$ cat src/hdl/vlx_pkg.sv
// Constants and carrier types for the virtual legacy mode exit checker.
// Assumes one core clock and a decoder that presents one instruction per cycle.
//
// Notes on behaviour
// - The mode is left only because an interrupt or exception is taken, a restart occurs, or a flags image with the mode flag clear is loaded.
// - A suspending hardware interrupt enters protected mode, then switches tasks via gate.
// - A task switch loads the new flags word; outside real-address mode its mode flag picks the mode, from real mode it enters protected mode.
// - Task exceptions and its hardware interrupts go to protected vector handlers; return resumes.
// - Software interrupts in the mode raise a protection fault for the monitor when the privilege field is below three.
// - With the extension enabled, software interrupts with redirect allowed redirect to guest handlers in mode.
// - Reset or warm restart in the mode leaves it and enters real-address mode.
// - Halt in the mode raises a protection fault instead of halting.
// - Six instructions are privilege-field sensitive: cli, sti, push_flags_instr, pop_flags_instr, int, interrupt_return_instr.
// - Port reads and writes and string forms skip the privilege field check.
// - Current privilege level is held at three while in the mode.
// - Privilege field below three makes sensitive instructions raise a protection fault.
// - Port I/O in the mode always consults the task's permission bitmap.
// - Access to a not-present page raises an exception outside real-address mode.
// - The privilege field sits in flags word bits 12 and 13.
// - The extension enable is bit 0 of control register four.
// - A flag pop cannot change the mode flag; flags images, events taken outside real mode and restarts can.
package vlx_pkg;

   localparam int FLAGS_W = 32;
   localparam int PRIV_LO = 12;
   localparam int PRIV_HI = 13;
   localparam int VLM_BIT = 17;
   localparam int EXT_BIT = 0;
   localparam logic [1:0] PRIV_USER = 2'h3;
   localparam logic [1:0] PRIV_KERNEL = 2'h0;
   localparam logic [FLAGS_W-1:0] FLAGS_RST = 32'h0000_0002;
   localparam logic [7:0] VEC_GPF = 8'h0d;
   localparam logic [7:0] VEC_PAGE = 8'h0e;
   localparam int NUM_STAT = 4;
   localparam int ST_GPF = 0;
   localparam int ST_PAGE = 1;
   localparam int ST_EXIT = 2;
   localparam int ST_REDIR = 3;

   typedef enum logic [3:0] {
      VLX_OP_NONE,
      VLX_OP_CLI,
      VLX_OP_STI,
      VLX_OP_PUSH_FLAGS_INSTR,
      VLX_OP_POP_FLAGS_INSTR,
      VLX_OP_SWINT,
      VLX_OP_INTERRUPT_RETURN_INSTR,
      VLX_OP_HALT,
      VLX_OP_PORT,
      VLX_OP_MEM
   } vlx_op_t;

   typedef enum logic [1:0] {
      VLX_MODE_REAL,
      VLX_MODE_PROT,
      VLX_MODE_VLEG
   } vlx_mode_t;

   // One decoded instruction from the front end
   typedef struct packed {
      logic valid;
      vlx_op_t op;
      logic [31:0] ip;
      logic [7:0] vec;
      logic portDenied;
      logic pagePresent;
      logic redirAllowed;
      logic [FLAGS_W-1:0] popValue;
   } vlx_instr_t;

   // Task switch or handler return restoring a flags image
   typedef struct packed {
      logic valid;
      logic [FLAGS_W-1:0] image;
   } vlx_load_t;

   // Exception or handler entry report
   typedef struct packed {
      logic valid;
      logic [7:0] vec;
      logic [31:0] savedIp;
      logic isFault;
      logic taskGate;
   } vlx_event_t;

   typedef struct packed {
      vlx_mode_t mode;
      logic [FLAGS_W-1:0] flags;
      logic [1:0] current_privilege_level;
      logic [FLAGS_W-1:0] ctl4;
      logic [NUM_STAT-1:0] status;
      logic [NUM_STAT-1:0] mask;
      vlx_event_t evt;
      logic redirect;
      logic [7:0] redirVec;
      logic [31:0] rdata;
      logic irq;
   } vlx_state_t;

   localparam logic [3:0] REG_FLAGS = 4'h0;
   localparam logic [3:0] REG_CTL4 = 4'h4;
   localparam logic [3:0] REG_STATUS = 4'h8;
   localparam logic [3:0] REG_MASK = 4'hc;

endpackage

$ cat src/hdl/vlx_exit_check.sv
// Virtual legacy mode state, sensitive-instruction checks and exit control.
// Assumes a decoder handing one instruction per cycle and a register port master.
`timescale 1ns/10ps
module vlx_exit_check (
   // Clock and reset
   input wire logic sys_clk,
   input wire logic rstn,
   // External sources
   input wire logic resetReq,
   input wire logic warmReq,
   input wire logic hwIntReq,
   input wire logic [7:0] hwIntVec,
   input wire logic hwIntTaskGate,
   // Instruction and flags-image loads
   input wire vlx_pkg::vlx_instr_t instr,
   input wire vlx_pkg::vlx_load_t flagsLoad,
   // Register port
   input wire logic [3:0] regAddr,
   input wire logic [31:0] regWdata,
   input wire logic regWr,
   input wire logic regRd,
   output logic [31:0] regRdata,
   // Results
   output vlx_pkg::vlx_event_t excEvent,
   output logic redirect,
   output logic [7:0] redirVec,
   output vlx_pkg::vlx_mode_t mode,
   output logic [1:0] current_privilege_level,
   output logic irq
);
   import vlx_pkg::*;

   vlx_state_t st_ff;
   vlx_state_t nxt_st;
   logic inVleg;
   logic [1:0] privField;
   logic extEn;
   logic sensitive;
   logic [NUM_STAT-1:0] setEv;
   logic instrSlot;

   assign inVleg = (st_ff.mode == VLX_MODE_VLEG);
   assign privField = st_ff.flags[PRIV_HI:PRIV_LO];
   assign extEn = st_ff.ctl4[EXT_BIT];
   assign instrSlot = !resetReq && !warmReq && !hwIntReq && !flagsLoad.valid;

   always_comb begin
      case (instr.op)
         VLX_OP_CLI, VLX_OP_STI, VLX_OP_PUSH_FLAGS_INSTR, VLX_OP_POP_FLAGS_INSTR, VLX_OP_SWINT, VLX_OP_INTERRUPT_RETURN_INSTR: sensitive = 1'b1;
         default: sensitive = 1'b0;
      endcase
   end

   ////////////////////////////////////////////////////////////////////////////
   always_comb begin
      nxt_st = st_ff;
      setEv = '0;
      nxt_st.evt = '0;
      nxt_st.redirect = 1'b0;
      nxt_st.rdata = '0;
      if (resetReq || warmReq) begin
         // Reset wins over interrupts, flags loads and instructions in flight
         nxt_st.mode = VLX_MODE_REAL;
         nxt_st.flags = FLAGS_RST;
         nxt_st.current_privilege_level = PRIV_KERNEL;
         if (inVleg) begin
            setEv[ST_EXIT] = 1'b1;
         end
      end else if (hwIntReq) begin
         nxt_st.evt.valid = 1'b1;
         nxt_st.evt.vec = hwIntVec;
         nxt_st.evt.savedIp = instr.ip;
         nxt_st.evt.isFault = 1'b0;
         nxt_st.evt.taskGate = hwIntTaskGate;
         if (st_ff.mode != VLX_MODE_REAL) begin
            nxt_st.mode = VLX_MODE_PROT;
            nxt_st.current_privilege_level = PRIV_KERNEL;
            nxt_st.flags[VLM_BIT] = 1'b0;
         end
         if (inVleg) begin
            setEv[ST_EXIT] = 1'b1;
         end
      end else if (flagsLoad.valid) begin
         // mode flag only from an image
         nxt_st.flags = flagsLoad.image;
         if (st_ff.mode == VLX_MODE_REAL) begin
            // A task switch needs protected mode, so the first load lands there
            nxt_st.mode = VLX_MODE_PROT;
         end else begin
            nxt_st.mode = flagsLoad.image[VLM_BIT] ? VLX_MODE_VLEG : VLX_MODE_PROT;
            nxt_st.current_privilege_level = flagsLoad.image[VLM_BIT] ? PRIV_USER : st_ff.current_privilege_level;
         end
      end else if (instr.valid && inVleg) begin
         if ((instr.op == VLX_OP_HALT) || (sensitive && (privField != PRIV_USER) &&
               !(instr.op == VLX_OP_SWINT && extEn && instr.redirAllowed))) begin
            nxt_st.evt.valid = 1'b1;
            nxt_st.evt.vec = VEC_GPF;
            nxt_st.evt.savedIp = instr.ip;
            nxt_st.evt.isFault = 1'b1;
            setEv[ST_GPF] = 1'b1;
         end else if (instr.op == VLX_OP_SWINT && extEn && instr.redirAllowed) begin
            nxt_st.redirect = 1'b1; // stays in the mode
            nxt_st.redirVec = instr.vec;
            setEv[ST_REDIR] = 1'b1;
         end else if (instr.op == VLX_OP_PORT && instr.portDenied) begin
            nxt_st.evt.valid = 1'b1; // bitmap always decides
            nxt_st.evt.vec = VEC_GPF;
            nxt_st.evt.savedIp = instr.ip;
            nxt_st.evt.isFault = 1'b1;
            setEv[ST_GPF] = 1'b1;
         end else if (instr.op == VLX_OP_MEM && !instr.pagePresent) begin
            nxt_st.evt.valid = 1'b1;
            nxt_st.evt.vec = VEC_PAGE;
            nxt_st.evt.savedIp = instr.ip;
            nxt_st.evt.isFault = 1'b1;
            setEv[ST_PAGE] = 1'b1;
         end else if (instr.op == VLX_OP_POP_FLAGS_INSTR) begin
            // Privilege field three here; the mode flag and field are kept
            nxt_st.flags = instr.popValue;
            nxt_st.flags[VLM_BIT] = st_ff.flags[VLM_BIT];
            nxt_st.flags[PRIV_HI:PRIV_LO] = privField;
         end
         if (nxt_st.evt.valid) begin
            nxt_st.mode = VLX_MODE_PROT;
            nxt_st.current_privilege_level = PRIV_KERNEL;
            nxt_st.flags[VLM_BIT] = 1'b0;
            setEv[ST_EXIT] = 1'b1;
         end
      end else if (instr.valid && st_ff.mode == VLX_MODE_PROT && instr.op == VLX_OP_MEM
            && !instr.pagePresent) begin
         nxt_st.evt.valid = 1'b1;
         nxt_st.evt.vec = VEC_PAGE;
         nxt_st.evt.savedIp = instr.ip;
         nxt_st.evt.isFault = 1'b1;
         setEv[ST_PAGE] = 1'b1;
      end
      // Register port; status is write-one-to-clear, a new event wins
      if (regWr) begin
         case (regAddr)
            REG_CTL4: nxt_st.ctl4 = regWdata;
            REG_STATUS: nxt_st.status = st_ff.status & ~regWdata[NUM_STAT-1:0];
            REG_MASK: nxt_st.mask = regWdata[NUM_STAT-1:0];
            default: ;
         endcase
      end
      nxt_st.status = nxt_st.status | setEv;
      if (regRd) begin
         case (regAddr)
            REG_FLAGS: nxt_st.rdata = st_ff.flags;
            REG_CTL4: nxt_st.rdata = st_ff.ctl4;
            REG_STATUS: nxt_st.rdata = {{(32-NUM_STAT){1'b0}}, st_ff.status};
            REG_MASK: nxt_st.rdata = {{(32-NUM_STAT){1'b0}}, st_ff.mask};
            default: nxt_st.rdata = '0;
         endcase
      end
      nxt_st.irq = |(nxt_st.status & nxt_st.mask);
   end

   always_ff @(posedge sys_clk or negedge rstn) begin
      if (!rstn) begin
         st_ff <= '{mode: VLX_MODE_REAL, flags: FLAGS_RST, current_privilege_level: PRIV_KERNEL, default: '0};
      end else begin
         st_ff <= nxt_st;
      end
   end

   assign regRdata = st_ff.rdata;
   assign excEvent = st_ff.evt;
   assign redirect = st_ff.redirect;
   assign redirVec = st_ff.redirVec;
   assign mode = st_ff.mode;
   assign current_privilege_level = st_ff.current_privilege_level;
   assign irq = st_ff.irq;

   ////////////////////////////////////////////////////////////////////////////
   property p_cpl_three;
      @(posedge sys_clk) disable iff (!rstn) (st_ff.mode == VLX_MODE_VLEG) |-> (st_ff.current_privilege_level == PRIV_USER);
   endproperty
   a_cpl_three: assert property (p_cpl_three) else $error("cpl not three in mode");

   property p_halt_fault;
      @(posedge sys_clk) disable iff (!rstn)
         (inVleg && instr.valid && instr.op == VLX_OP_HALT && !resetReq && !warmReq && !hwIntReq && !flagsLoad.valid)
         |=> (st_ff.evt.valid && st_ff.evt.vec == VEC_GPF && st_ff.evt.savedIp == $past(instr.ip));
   endproperty
   a_halt_fault: assert property (p_halt_fault) else $error("halt did not fault");

   property p_reset_real;
      @(posedge sys_clk) disable iff (!rstn) (resetReq || warmReq) |=> (st_ff.mode == VLX_MODE_REAL);
   endproperty
   a_reset_real: assert property (p_reset_real) else $error("reset did not enter real mode");

   property p_exit_cause;
      @(posedge sys_clk) disable iff (!rstn)
         (inVleg && nxt_st.mode != VLX_MODE_VLEG) |-> (nxt_st.evt.valid || resetReq || warmReq || flagsLoad.valid);
   endproperty
   a_exit_cause: assert property (p_exit_cause) else $error("mode left without cause");

   property p_sens_fault;
      @(posedge sys_clk) disable iff (!rstn)
         (inVleg && instr.valid && sensitive && privField != PRIV_USER && instr.op != VLX_OP_SWINT
         && !resetReq && !warmReq && !hwIntReq && !flagsLoad.valid) |=> (st_ff.evt.valid && st_ff.evt.isFault);
   endproperty
   a_sens_fault: assert property (p_sens_fault) else $error("sensitive op did not fault");

   property p_port_no_priv;
      @(posedge sys_clk) disable iff (!rstn)
         (inVleg && instr.valid && instr.op == VLX_OP_PORT && !instr.portDenied && !hwIntReq
         && !resetReq && !warmReq && !flagsLoad.valid) |=> !st_ff.evt.valid;
   endproperty
   a_port_no_priv: assert property (p_port_no_priv) else $error("permitted port faulted");

   property p_port_bitmap;
      @(posedge sys_clk) disable iff (!rstn)
         (inVleg && instr.valid && instr.op == VLX_OP_PORT && instr.portDenied && !hwIntReq
         && !resetReq && !warmReq && !flagsLoad.valid) |=> (st_ff.evt.valid && st_ff.mode == VLX_MODE_PROT);
   endproperty
   a_port_bitmap: assert property (p_port_bitmap) else $error("denied port not trapped");

   property p_pop_flags_instr_keep;
      @(posedge sys_clk) disable iff (!rstn)
         (inVleg && instr.valid && instr.op == VLX_OP_POP_FLAGS_INSTR && privField == PRIV_USER && !flagsLoad.valid
         && !hwIntReq && !resetReq && !warmReq) |=> (st_ff.flags[VLM_BIT] == $past(st_ff.flags[VLM_BIT]));
   endproperty
   a_pop_flags_instr_keep: assert property (p_pop_flags_instr_keep) else $error("pop changed mode flag");

   property p_redirect_stay;
      @(posedge sys_clk) disable iff (!rstn)
         st_ff.redirect |-> (st_ff.mode == VLX_MODE_VLEG && st_ff.ctl4[EXT_BIT]);
   endproperty
   a_redirect_stay: assert property (p_redirect_stay) else $error("redirect left mode");

   property p_hw_exit;
      @(posedge sys_clk) disable iff (!rstn)
         (inVleg && hwIntReq && !resetReq && !warmReq)
         |=> (st_ff.mode == VLX_MODE_PROT && st_ff.current_privilege_level == PRIV_KERNEL && !st_ff.flags[VLM_BIT]);
   endproperty
   a_hw_exit: assert property (p_hw_exit) else $error("interrupt did not leave mode");

   property p_hw_report;
      @(posedge sys_clk) disable iff (!rstn)
         (hwIntReq && !resetReq && !warmReq)
         |=> (st_ff.evt.valid && st_ff.evt.vec == $past(hwIntVec) && st_ff.evt.taskGate == $past(hwIntTaskGate));
   endproperty
   a_hw_report: assert property (p_hw_report) else $error("interrupt not reported");

   property p_load_mode;
      @(posedge sys_clk) disable iff (!rstn)
         (flagsLoad.valid && !resetReq && !warmReq && !hwIntReq && st_ff.mode != VLX_MODE_REAL)
         |=> ((st_ff.mode == VLX_MODE_VLEG) == $past(flagsLoad.image[VLM_BIT]));
   endproperty
   a_load_mode: assert property (p_load_mode) else $error("loaded mode flag ignored");

   property p_load_flags;
      @(posedge sys_clk) disable iff (!rstn)
         (flagsLoad.valid && !resetReq && !warmReq && !hwIntReq)
         |=> (st_ff.flags == $past(flagsLoad.image));
   endproperty
   a_load_flags: assert property (p_load_flags) else $error("flags image not loaded");

   property p_exit_kernel;
      @(posedge sys_clk) disable iff (!rstn)
         (inVleg && nxt_st.evt.valid)
         |=> (st_ff.mode == VLX_MODE_PROT && st_ff.current_privilege_level == PRIV_KERNEL && !st_ff.flags[VLM_BIT]);
   endproperty
   a_exit_kernel: assert property (p_exit_kernel) else $error("event not handled in protected mode");

   property p_swint_fault;
      @(posedge sys_clk) disable iff (!rstn)
         (inVleg && instrSlot && instr.valid && instr.op == VLX_OP_SWINT && privField != PRIV_USER
         && !(extEn && instr.redirAllowed)) |=> (st_ff.evt.valid && st_ff.evt.vec == VEC_GPF);
   endproperty
   a_swint_fault: assert property (p_swint_fault) else $error("soft int did not fault");

   property p_redirect_take;
      @(posedge sys_clk) disable iff (!rstn)
         (inVleg && instrSlot && instr.valid && instr.op == VLX_OP_SWINT && extEn && instr.redirAllowed)
         |=> (st_ff.redirect && st_ff.redirVec == $past(instr.vec) && st_ff.mode == VLX_MODE_VLEG);
   endproperty
   a_redirect_take: assert property (p_redirect_take) else $error("soft int not redirected");

   property p_exit_flag;
      @(posedge sys_clk) disable iff (!rstn)
         (inVleg && (resetReq || warmReq))
         |=> (st_ff.status[ST_EXIT] && st_ff.current_privilege_level == PRIV_KERNEL && st_ff.flags == FLAGS_RST);
   endproperty
   a_exit_flag: assert property (p_exit_flag) else $error("restart exit not flagged");

   property p_halt_status;
      @(posedge sys_clk) disable iff (!rstn)
         (inVleg && instrSlot && instr.valid && instr.op == VLX_OP_HALT)
         |=> (st_ff.status[ST_GPF] && st_ff.status[ST_EXIT] && st_ff.mode == VLX_MODE_PROT);
   endproperty
   a_halt_status: assert property (p_halt_status) else $error("halt fault not flagged");

   property p_sens_pass;
      @(posedge sys_clk) disable iff (!rstn)
         (inVleg && instrSlot && instr.valid && sensitive && instr.op != VLX_OP_SWINT && privField == PRIV_USER)
         |=> (!st_ff.evt.valid && st_ff.mode == VLX_MODE_VLEG);
   endproperty
   a_sens_pass: assert property (p_sens_pass) else $error("sensitive op faulted at full field");

   property p_sens_ip;
      @(posedge sys_clk) disable iff (!rstn)
         (inVleg && instrSlot && instr.valid && sensitive && instr.op != VLX_OP_SWINT && privField != PRIV_USER)
         |=> (st_ff.evt.isFault && st_ff.evt.savedIp == $past(instr.ip) && st_ff.evt.vec == VEC_GPF);
   endproperty
   a_sens_ip: assert property (p_sens_ip) else $error("fault ip not the instruction");

   property p_real_cpl;
      @(posedge sys_clk) disable iff (!rstn)
         (st_ff.mode == VLX_MODE_REAL)
         |-> (st_ff.current_privilege_level == PRIV_KERNEL);
   endproperty
   a_real_cpl: assert property (p_real_cpl) else $error("real mode not at level zero");

   property p_sens_status;
      @(posedge sys_clk) disable iff (!rstn)
         (inVleg && instrSlot && instr.valid && sensitive && instr.op != VLX_OP_SWINT && privField != PRIV_USER)
         |=> (st_ff.status[ST_GPF] && st_ff.mode == VLX_MODE_PROT && st_ff.current_privilege_level == PRIV_KERNEL);
   endproperty
   a_sens_status: assert property (p_sens_status) else $error("sensitive fault not flagged");

   property p_page_fault;
      @(posedge sys_clk) disable iff (!rstn)
         (st_ff.mode != VLX_MODE_REAL && instrSlot && instr.valid && instr.op == VLX_OP_MEM && !instr.pagePresent)
         |=> (st_ff.evt.valid && st_ff.evt.vec == VEC_PAGE && st_ff.status[ST_PAGE]);
   endproperty
   a_page_fault: assert property (p_page_fault) else $error("missing page not trapped");

   property p_pop_flags_instr_field;
      @(posedge sys_clk) disable iff (!rstn)
         (inVleg && instrSlot && instr.valid && instr.op == VLX_OP_POP_FLAGS_INSTR && privField == PRIV_USER)
         |=> (st_ff.flags[PRIV_HI:PRIV_LO] == PRIV_USER);
   endproperty
   a_pop_flags_instr_field: assert property (p_pop_flags_instr_field) else $error("pop changed privilege field");

   property p_ext_off;
      @(posedge sys_clk) disable iff (!rstn)
         (inVleg && instrSlot && instr.valid && instr.op == VLX_OP_SWINT && !extEn)
         |=> !st_ff.redirect;
   endproperty
   a_ext_off: assert property (p_ext_off) else $error("redirect without extension");

endmodule

$ cat config.mk
export PLATFORM = sky130hd
export DESIGN_NAME = vlx_exit_check
export DESIGN_NICKNAME = d
export VERILOG_FILES = /design/src/hdl/vlx_pkg.sv /design/src/hdl/vlx_exit_check.sv
export SDC_FILE = /design/constraint.sdc
export NUM_CORES = 1
export LEC_CHECK = 0
export ABC_AREA = 1
export BUFFER_PORTS_ARGS = -buffer_cell sky130_fd_sc_hd__buf_2
export CORE_UTILIZATION = 25
export DETAILED_ROUTE_END_ITERATION = 16
export PLACE_DENSITY = 0.55
export SLEW_MARGIN = 0
export SYNTH_ARGS = -nofsm -noshare
export SYNTH_HDL_FRONTEND = slang
export SYNTH_SLANG_ARGS = --single-unit
$ cat constraint.sdc
create_clock -name sys_clk -period 4.1 [get_ports sys_clk]
set_clock_uncertainty 0.15 [all_clocks]
set_input_delay 1.025 -clock sys_clk [delete_from_list [all_inputs] [get_ports sys_clk]]
set_output_delay 1.025 -clock sys_clk [all_outputs]
set_load 0.02 [all_outputs]
==> results.sh, run 1 <==
export IMPL_status="complete, no violations"
export IMPL_vias=5283
export IMPL_drive_above_1_share_pct=39.18
export IMPL_critPathKind="in2reg"
export IMPL_fmax_mhz=375.3
export IMPL_ctsHtreeMaxLevel=4
export IMPL_cts_setup_buffers=0
export IMPL_synth_compound_area_share_pct=13.42
export IMPL_r2r_slack_ns=1.87
export IMPL_r2r_cells=7
export IMPL_grt_pass1_vias=5079
export IMPL_synth_xor_area_share_pct=0
export IMPL_finalSetupViolCount=0
export IMPL_wl_per_cell_um=15.03
export IMPL_antenna_found_initial=3
export IMPL_mostFrequentLayoutCells="249 x buf_2, 159 x dfrtp_1, 154 x nand2_1"
export IMPL_gr_total_overflow=0
export IMPL_cp_end_kind="register"
export IMPL_postCtsHoldBufs=0
export IMPL_period_needed_ns=2.664
export IMPL_final_common_cell="buf_2"
export IMPL_syn_area_um2=7179
export IMPL_io_buffers=250
export IMPL_pin_count=254
export IMPL_synth_fp_nets=877
export IMPL_synth_seq_cells=160
export IMPL_ir_drop_mv=0.2211
export IMPL_synth_top_cells_by_area="dfrtp_1 55%, buf_4 9.5%, nand2_1 8.1%, mux2_2 4.4%, a21oi_1 3.6%"
export IMPL_instances_no_fill=1264
export IMPL_die_x_um=171.5
export IMPL_synth_fa_ha_area_share_pct=0
export IMPL_preCtsSetupSlack_ns=1.017
export IMPL_dr_first_iter_drc_count=236
export IMPL_async_reset_ff_share_pct=100.0
export IMPL_synthFlopType="dfrtp_1"
export IMPL_cp_required_ns=4.29
export IMPL_finalCritPeriodShare_pct=64.99
export IMPL_setup_tns_ns=0
export IMPL_tightest_slew_ns=1.010
export IMPL_cap_violations=0
export IMPL_cts_root_buf="clkbuf_16"
export IMPL_crit_path_start_kind="input pin"
export IMPL_yosysWarnings=0
export IMPL_slew_viol_final=0
export IMPL_synth_top_family_by_area="compound AO/OA/AOI/OAI gates"
export IMPL_clock_sinks=160
export IMPL_clk_path_buf_depth=2
export IMPL_cp_data_arrival_time_ns=2.85
export IMPL_crit_chain="buf_2 -> inv_4 -> nor2_8 -> inv_2 -> nand4_1 -> o21ai_4 -> buf_12 -> nor2_1 -> a21oi_1"
export IMPL_cp_slowest_cell="inv_2"
export IMPL_firstDrtPassIters=6
export IMPL_synth_simple_area_share_pct=13.23
export IMPL_core_area_um2=28010
export IMPL_grt_max_degree=68
export IMPL_worst_hold_path_type="reg2reg"
export IMPL_dp_cells=1230
export IMPL_nNetsFinal=1036
export IMPL_grt_use_total_pct=13.08
export IMPL_final_antenna_net_count=0
export IMPL_fin_worst_hold_slack_ns=0.3281
export IMPL_dieArea_um2=29400
export IMPL_post_route_drc_count=0
export IMPL_worstSetupEndpoint="st_ff[155]"
export IMPL_wirelength_um=19000
export IMPL_cts_tree="done"
export IMPL_synthCells=712
export IMPL_finalHoldViolations=0
export IMPL_grt_pass1_wl_um=28670
export IMPL_synth_edf_count=0
export IMPL_syn_area_per_cell_um2=10.08
export IMPL_slowest_delay_ns=0.41
export IMPL_clk_latency_ns=0.41
export IMPL_timing_rr_end="excEvent[24]"
export IMPL_gp_congestion=0.7476
export IMPL_yosysTopAreaCell="dfrtp_1"
export IMPL_yosysTopAreaCellShare_pct=55.42
export IMPL_worst_slack_ns=1.436
export IMPL_critical_path_startpoint="hwIntReq"
export IMPL_leakage_nw=4.537
export IMPL_rr_startpoint="extEn"
export IMPL_crit_path_max_fanout=58
export IMPL_fp_dieH_um=171.5
export IMPL_cts_clk_slew_worst_paths_ns=0.07
export IMPL_synthToLayoutAreaGrowth_pct=22.92
export IMPL_start_util_pct=25.63
export IMPL_cts_buffers=17
export IMPL_cts_resized=0
export IMPL_yosysSeqAreaShare_pct=55.79
export IMPL_dp_hpwl_um=12990
export IMPL_num_rows=61
export IMPL_slew_limit_headroom_pct=32.43
export IMPL_power_density_nw_per_um2=438.5
export IMPL_synth_cell_types=37
export IMPL_rsz0062_at_grt="no"
export IMPL_viasPerCell=4.180
export IMPL_synthMuxAreaShare_pct=4.392
==> worst min path at each step <==
stage,start,slack (ns),end,cells after the start
floorplan,st_ff[144],0.29,st_ff[144],2
global placement,redirVec[1],0.31,redirVec[1],2
detailed placement,redirVec[0],0.32,redirVec[0],2
CTS,redirVec[0],0.34,redirVec[0],2
global route,redirVec[7],0.36,redirVec[7],2
finish,redirVec[7],0.33,redirVec[7],2
==> where the power goes <==
part / internal [mW] / switching [mW]
clock: 1.04 / 0.674
combinational: 0.174 / 0.213
sequential: 1.71 / 0.0605
==> metal layers <==
metal  vias up  global-route usage [%]  part of all wire (%)  routed length [um]
li1       2577                       -                     -                   -
met4         0                   3.571                  0.83                 157
met1      2553                   17.18                    45                8579
met2       146                   21.21                    49                9217
met5         -                       0                     0                   0
met3         7                   3.313                   5.5                1042
==> sequential cells by signal, summed over array words and instances (netlist names) <==
register                 flops
mode                         2
extEn                        1
redirVec                     8
regRdata                    32
excEvent                    43
privField                    2
st_ff                       69
redirect                     1
irq                          1
current_privilege_level      1
==> synth_stat cells, types with 2 or more instances <==
cell      number
inv_4          2
nand2_1      154
a21oi_2       11
buf_2         11
a41oi_1        4
a21boi_0      23
buf_6          3
o21ai_0        8
nor2_1        50
nor2_2         4
a21oi_1       52
clkinv_1       2
mux2_2        28
a22oi_1       28
dfrtp_1      159
o21ai_1        3
inv_1         26
clkbuf_1      13
a21boi_1       9
buf_4         91
inv_2          2
nor2_4         2
nand4_1        4
nand3_1        9
a32o_1         2
==> kinds of logic (layout without fill, tap and decap cells) <==
logic type | Yosys count | count (layout)
compound gates | 145 | 145
buf+inv | 150 | 321
flops | 160 | 160
mux | 28 | 28
other cells | 0 | 3
simple gates | 229 | 229
==> worst max-delay path: cells and delay by family <==
kind / cells / cell delay, ns
buf+inv: 4 / 0.95
compound gates: 2 / 0.36
simple gates: 3 / 0.42
==> cell type report <==
cell class / count / area, um^2
antenna: 3 / 7.507
fill: 2970 / 19190
inverter: 32 / 125.1
tap: 378 / 473.0
timing repair buffer: 258 / 1343
clock inverter: 12 / 183.9
clock buffer: 19 / 442.9
multi-input combinational: 402 / 2245
sequential: 160 / 4005
==> per-stage QoR <==
stage / total power, mW / area (um^2) / util (%)
final: 3.869 / 8825 / 31.50
after global routing: 4.063 / 8817 / 31.48
after CTS: 3.948 / 8817 / 31.48
after detailed placement: 2.194 / 8190 / 29.24
after global placement: 2.182 / 8190 / 29.24
after floorplan: 2.024 / 7179 / -
Power figures use the tool's default switching activity.
==> inputs of run 2 (changes only) <==
clock period = 2.55 ns   (was 4.1 ns; I/O delays follow)
==> results.sh, run 2 (synthesis gave the netlist of run 1 again) <==
export IMPL_drive_above_1_share_pct=39.35
export IMPL_final_common_cell="buf_2"
export IMPL_status="complete, no violations"
export IMPL_largest_reg_flops=69
export IMPL_dieArea_um2=29400
export IMPL_cp_required_ns=2.74
export IMPL_cap_violations=0
export IMPL_finalSetupViolCount=0
export IMPL_cp_end_kind="register"
export IMPL_crit_path_max_fanout=58
export IMPL_cts_setup_buffers=0
export IMPL_dp_cells=1234
export IMPL_regMostFlops="st_ff"
export IMPL_slew_limit_headroom_pct=63.07
export IMPL_clk_latency_ns=0.42
export IMPL_pin_count=254
export IMPL_grt_pass1_wl_um=28410
export IMPL_ir_drop_mv=0.3141
export IMPL_finalHoldViolations=0
export IMPL_vias=5265
export IMPL_antenna_found_initial=5
export IMPL_tightest_slew_ns=0.5540
export IMPL_cts_root_buf="clkbuf_16"
export IMPL_die_x_um=171.5
export IMPL_io_buffers=250
export IMPL_leakage_nw=4.535
export IMPL_nFillCells=2972
export IMPL_setup_tns_ns=0
export IMPL_slowest_delay_ns=0.45
export IMPL_wirelength_um=18770
export IMPL_crit_chain="inv_1 -> nand3_2 -> inv_1 -> nand4_1 -> o21ai_4 -> buf_12 -> nor2_1 -> a21oi_1"
export IMPL_gp_congestion=0.7593
export IMPL_clk_path_buf_depth=2
export IMPL_wl_met3_um=975
export IMPL_path_common_cell="inv_1"
export IMPL_power_density_nw_per_um2=664.6
export IMPL_mostFrequentLayoutCells="249 x buf_2, 159 x dfrtp_1, 154 x nand2_1"
export IMPL_grt_pass1_vias=5121
export IMPL_met1Wirelength_um=8651
export IMPL_firstDrtPassIters=4
export IMPL_cts_resized=0
export IMPL_grt_max_degree=59
export IMPL_wl_per_cell_um=14.79
export IMPL_critPathKind="reg2reg"
export IMPL_synthToLayoutAreaGrowth_pct=23.32
export IMPL_cts_clk_slew_worst_paths_ns=0.07
export IMPL_grt_use_total_pct=13.05
export IMPL_clock_sinks=160
export IMPL_gr_total_overflow=0
export IMPL_fin_worst_hold_slack_ns=0.01476
export IMPL_num_rows=61
export IMPL_postCtsHoldBufs=0
export IMPL_ctsHtreeMaxLevel=4
export IMPL_nNetsFinal=1040
export IMPL_core_area_um2=28010
export IMPL_cts_buffers=17
export IMPL_post_route_drc_count=0
export IMPL_cts_tree="done"
export IMPL_viasPerCell=4.149
export IMPL_fp_dieH_um=171.5
export IMPL_cp_data_arrival_time_ns=2.17
export IMPL_wl_met2_um=8873
export IMPL_start_util_pct=25.63
export IMPL_final_antenna_net_count=0
export IMPL_fmax_mhz=504.3
export IMPL_path_buf_inv=3
export IMPL_crit_path_start_kind="register"
export IMPL_period_needed_ns=1.983
export IMPL_worst_hold_path_type="in2async"
export IMPL_final_util_pct=31.61
export IMPL_cp_slowest_cell="dfrtp_1"
export IMPL_power_total_mw=5.884
export IMPL_instances_no_fill=1269
export IMPL_slew_viol_final=0
export IMPL_dr_first_iter_drc_count=210
export IMPL_finalCritPeriodShare_pct=77.77
export IMPL_top_layer="met4"
export IMPL_dp_hpwl_um=12940
export IMPL_crit_family="buffers and inverters"
export IMPL_rsz0062_at_grt="no"
## run 2: cell count changes in the layout (fill, tap and decap cells not counted), sizes merged
cell	before	now
buf	258	262
diode	3	4
bufinv	4	0
clkinv	6	4
inv	32	36
clkinvlp	2	4
## run 2: per-layer routing
metal,vias up,GRT usage (%)
li1,2594,-
met3,10,3.336
met4,0,4.270
met1,2512,17.13
met5,-,0
met2,149,20.82
## run 2: final cells by class
| cell class | instances | area (um^2) | share of cell area (%) |
|---|---|---|---|
| Tap cell | 378 | 473.0 | 5.342 |
| Antenna cell | 4 | 10.01 | 0.1131 |
| Clock buffer | 19 | 432.9 | 4.890 |
| Multi-Input combinational cell | 402 | 2245 | 25.35 |
| Timing Repair Buffer | 262 | 1460 | 16.49 |
| Sequential cell | 160 | 4005 | 45.24 |
| Inverter | 32 | 125.1 | 1.413 |
| Clock inverter | 12 | 102.6 | 1.159 |
## run 2: through the flow
stage / area [um^2] / setup slack, ns
floorplan: 7179 / 0.6313
global placement: 8308 / 0.2516
global route: 8846 / 0.3885
detailed placement: 8308 / 0.2198
CTS: 8843 / 0.5807
finish: 8853 / 0.5669
## run 2: final timing paths
path | start | endpoint | slack [ns] | cells after the start
worst min register to register | redirVec[1] | redirVec[1] | 0.33 | 2
min in group sys_clk | instr[39] | redirVec[4] | 0.26 | 3
worst max-delay path | mode[0] | st_ff[156] | 0.57 | 8
worst min-delay path | rstn | st_ff[113] | 0.01 | 1
worst max register to register | mode[0] | st_ff[156] | 0.57 | 8
max in group asynchronous | rstn | excEvent[25] | 1.57 | 2
## run 2: where the power goes
group	switching [mW]	leakage (nW)	internal (mW)	total, mW
Combinational	0.342	2.16	0.290	0.633
Clock	1.14	0.249	1.27	2.41
Sequential	0.0986	2.13	2.74	2.84
Total	1.58	4.54	4.30	5.88
## run 2: worst register-to-register path: cells and delay by family (launching register included)
family / cells / cell delay [ns]
AO/OA/AOI/OAI: 2 / 0.35
buffers and inverters: 3 / 0.46
flip-flops: 1 / 0.45
AND/OR/NAND/NOR: 3 / 0.49
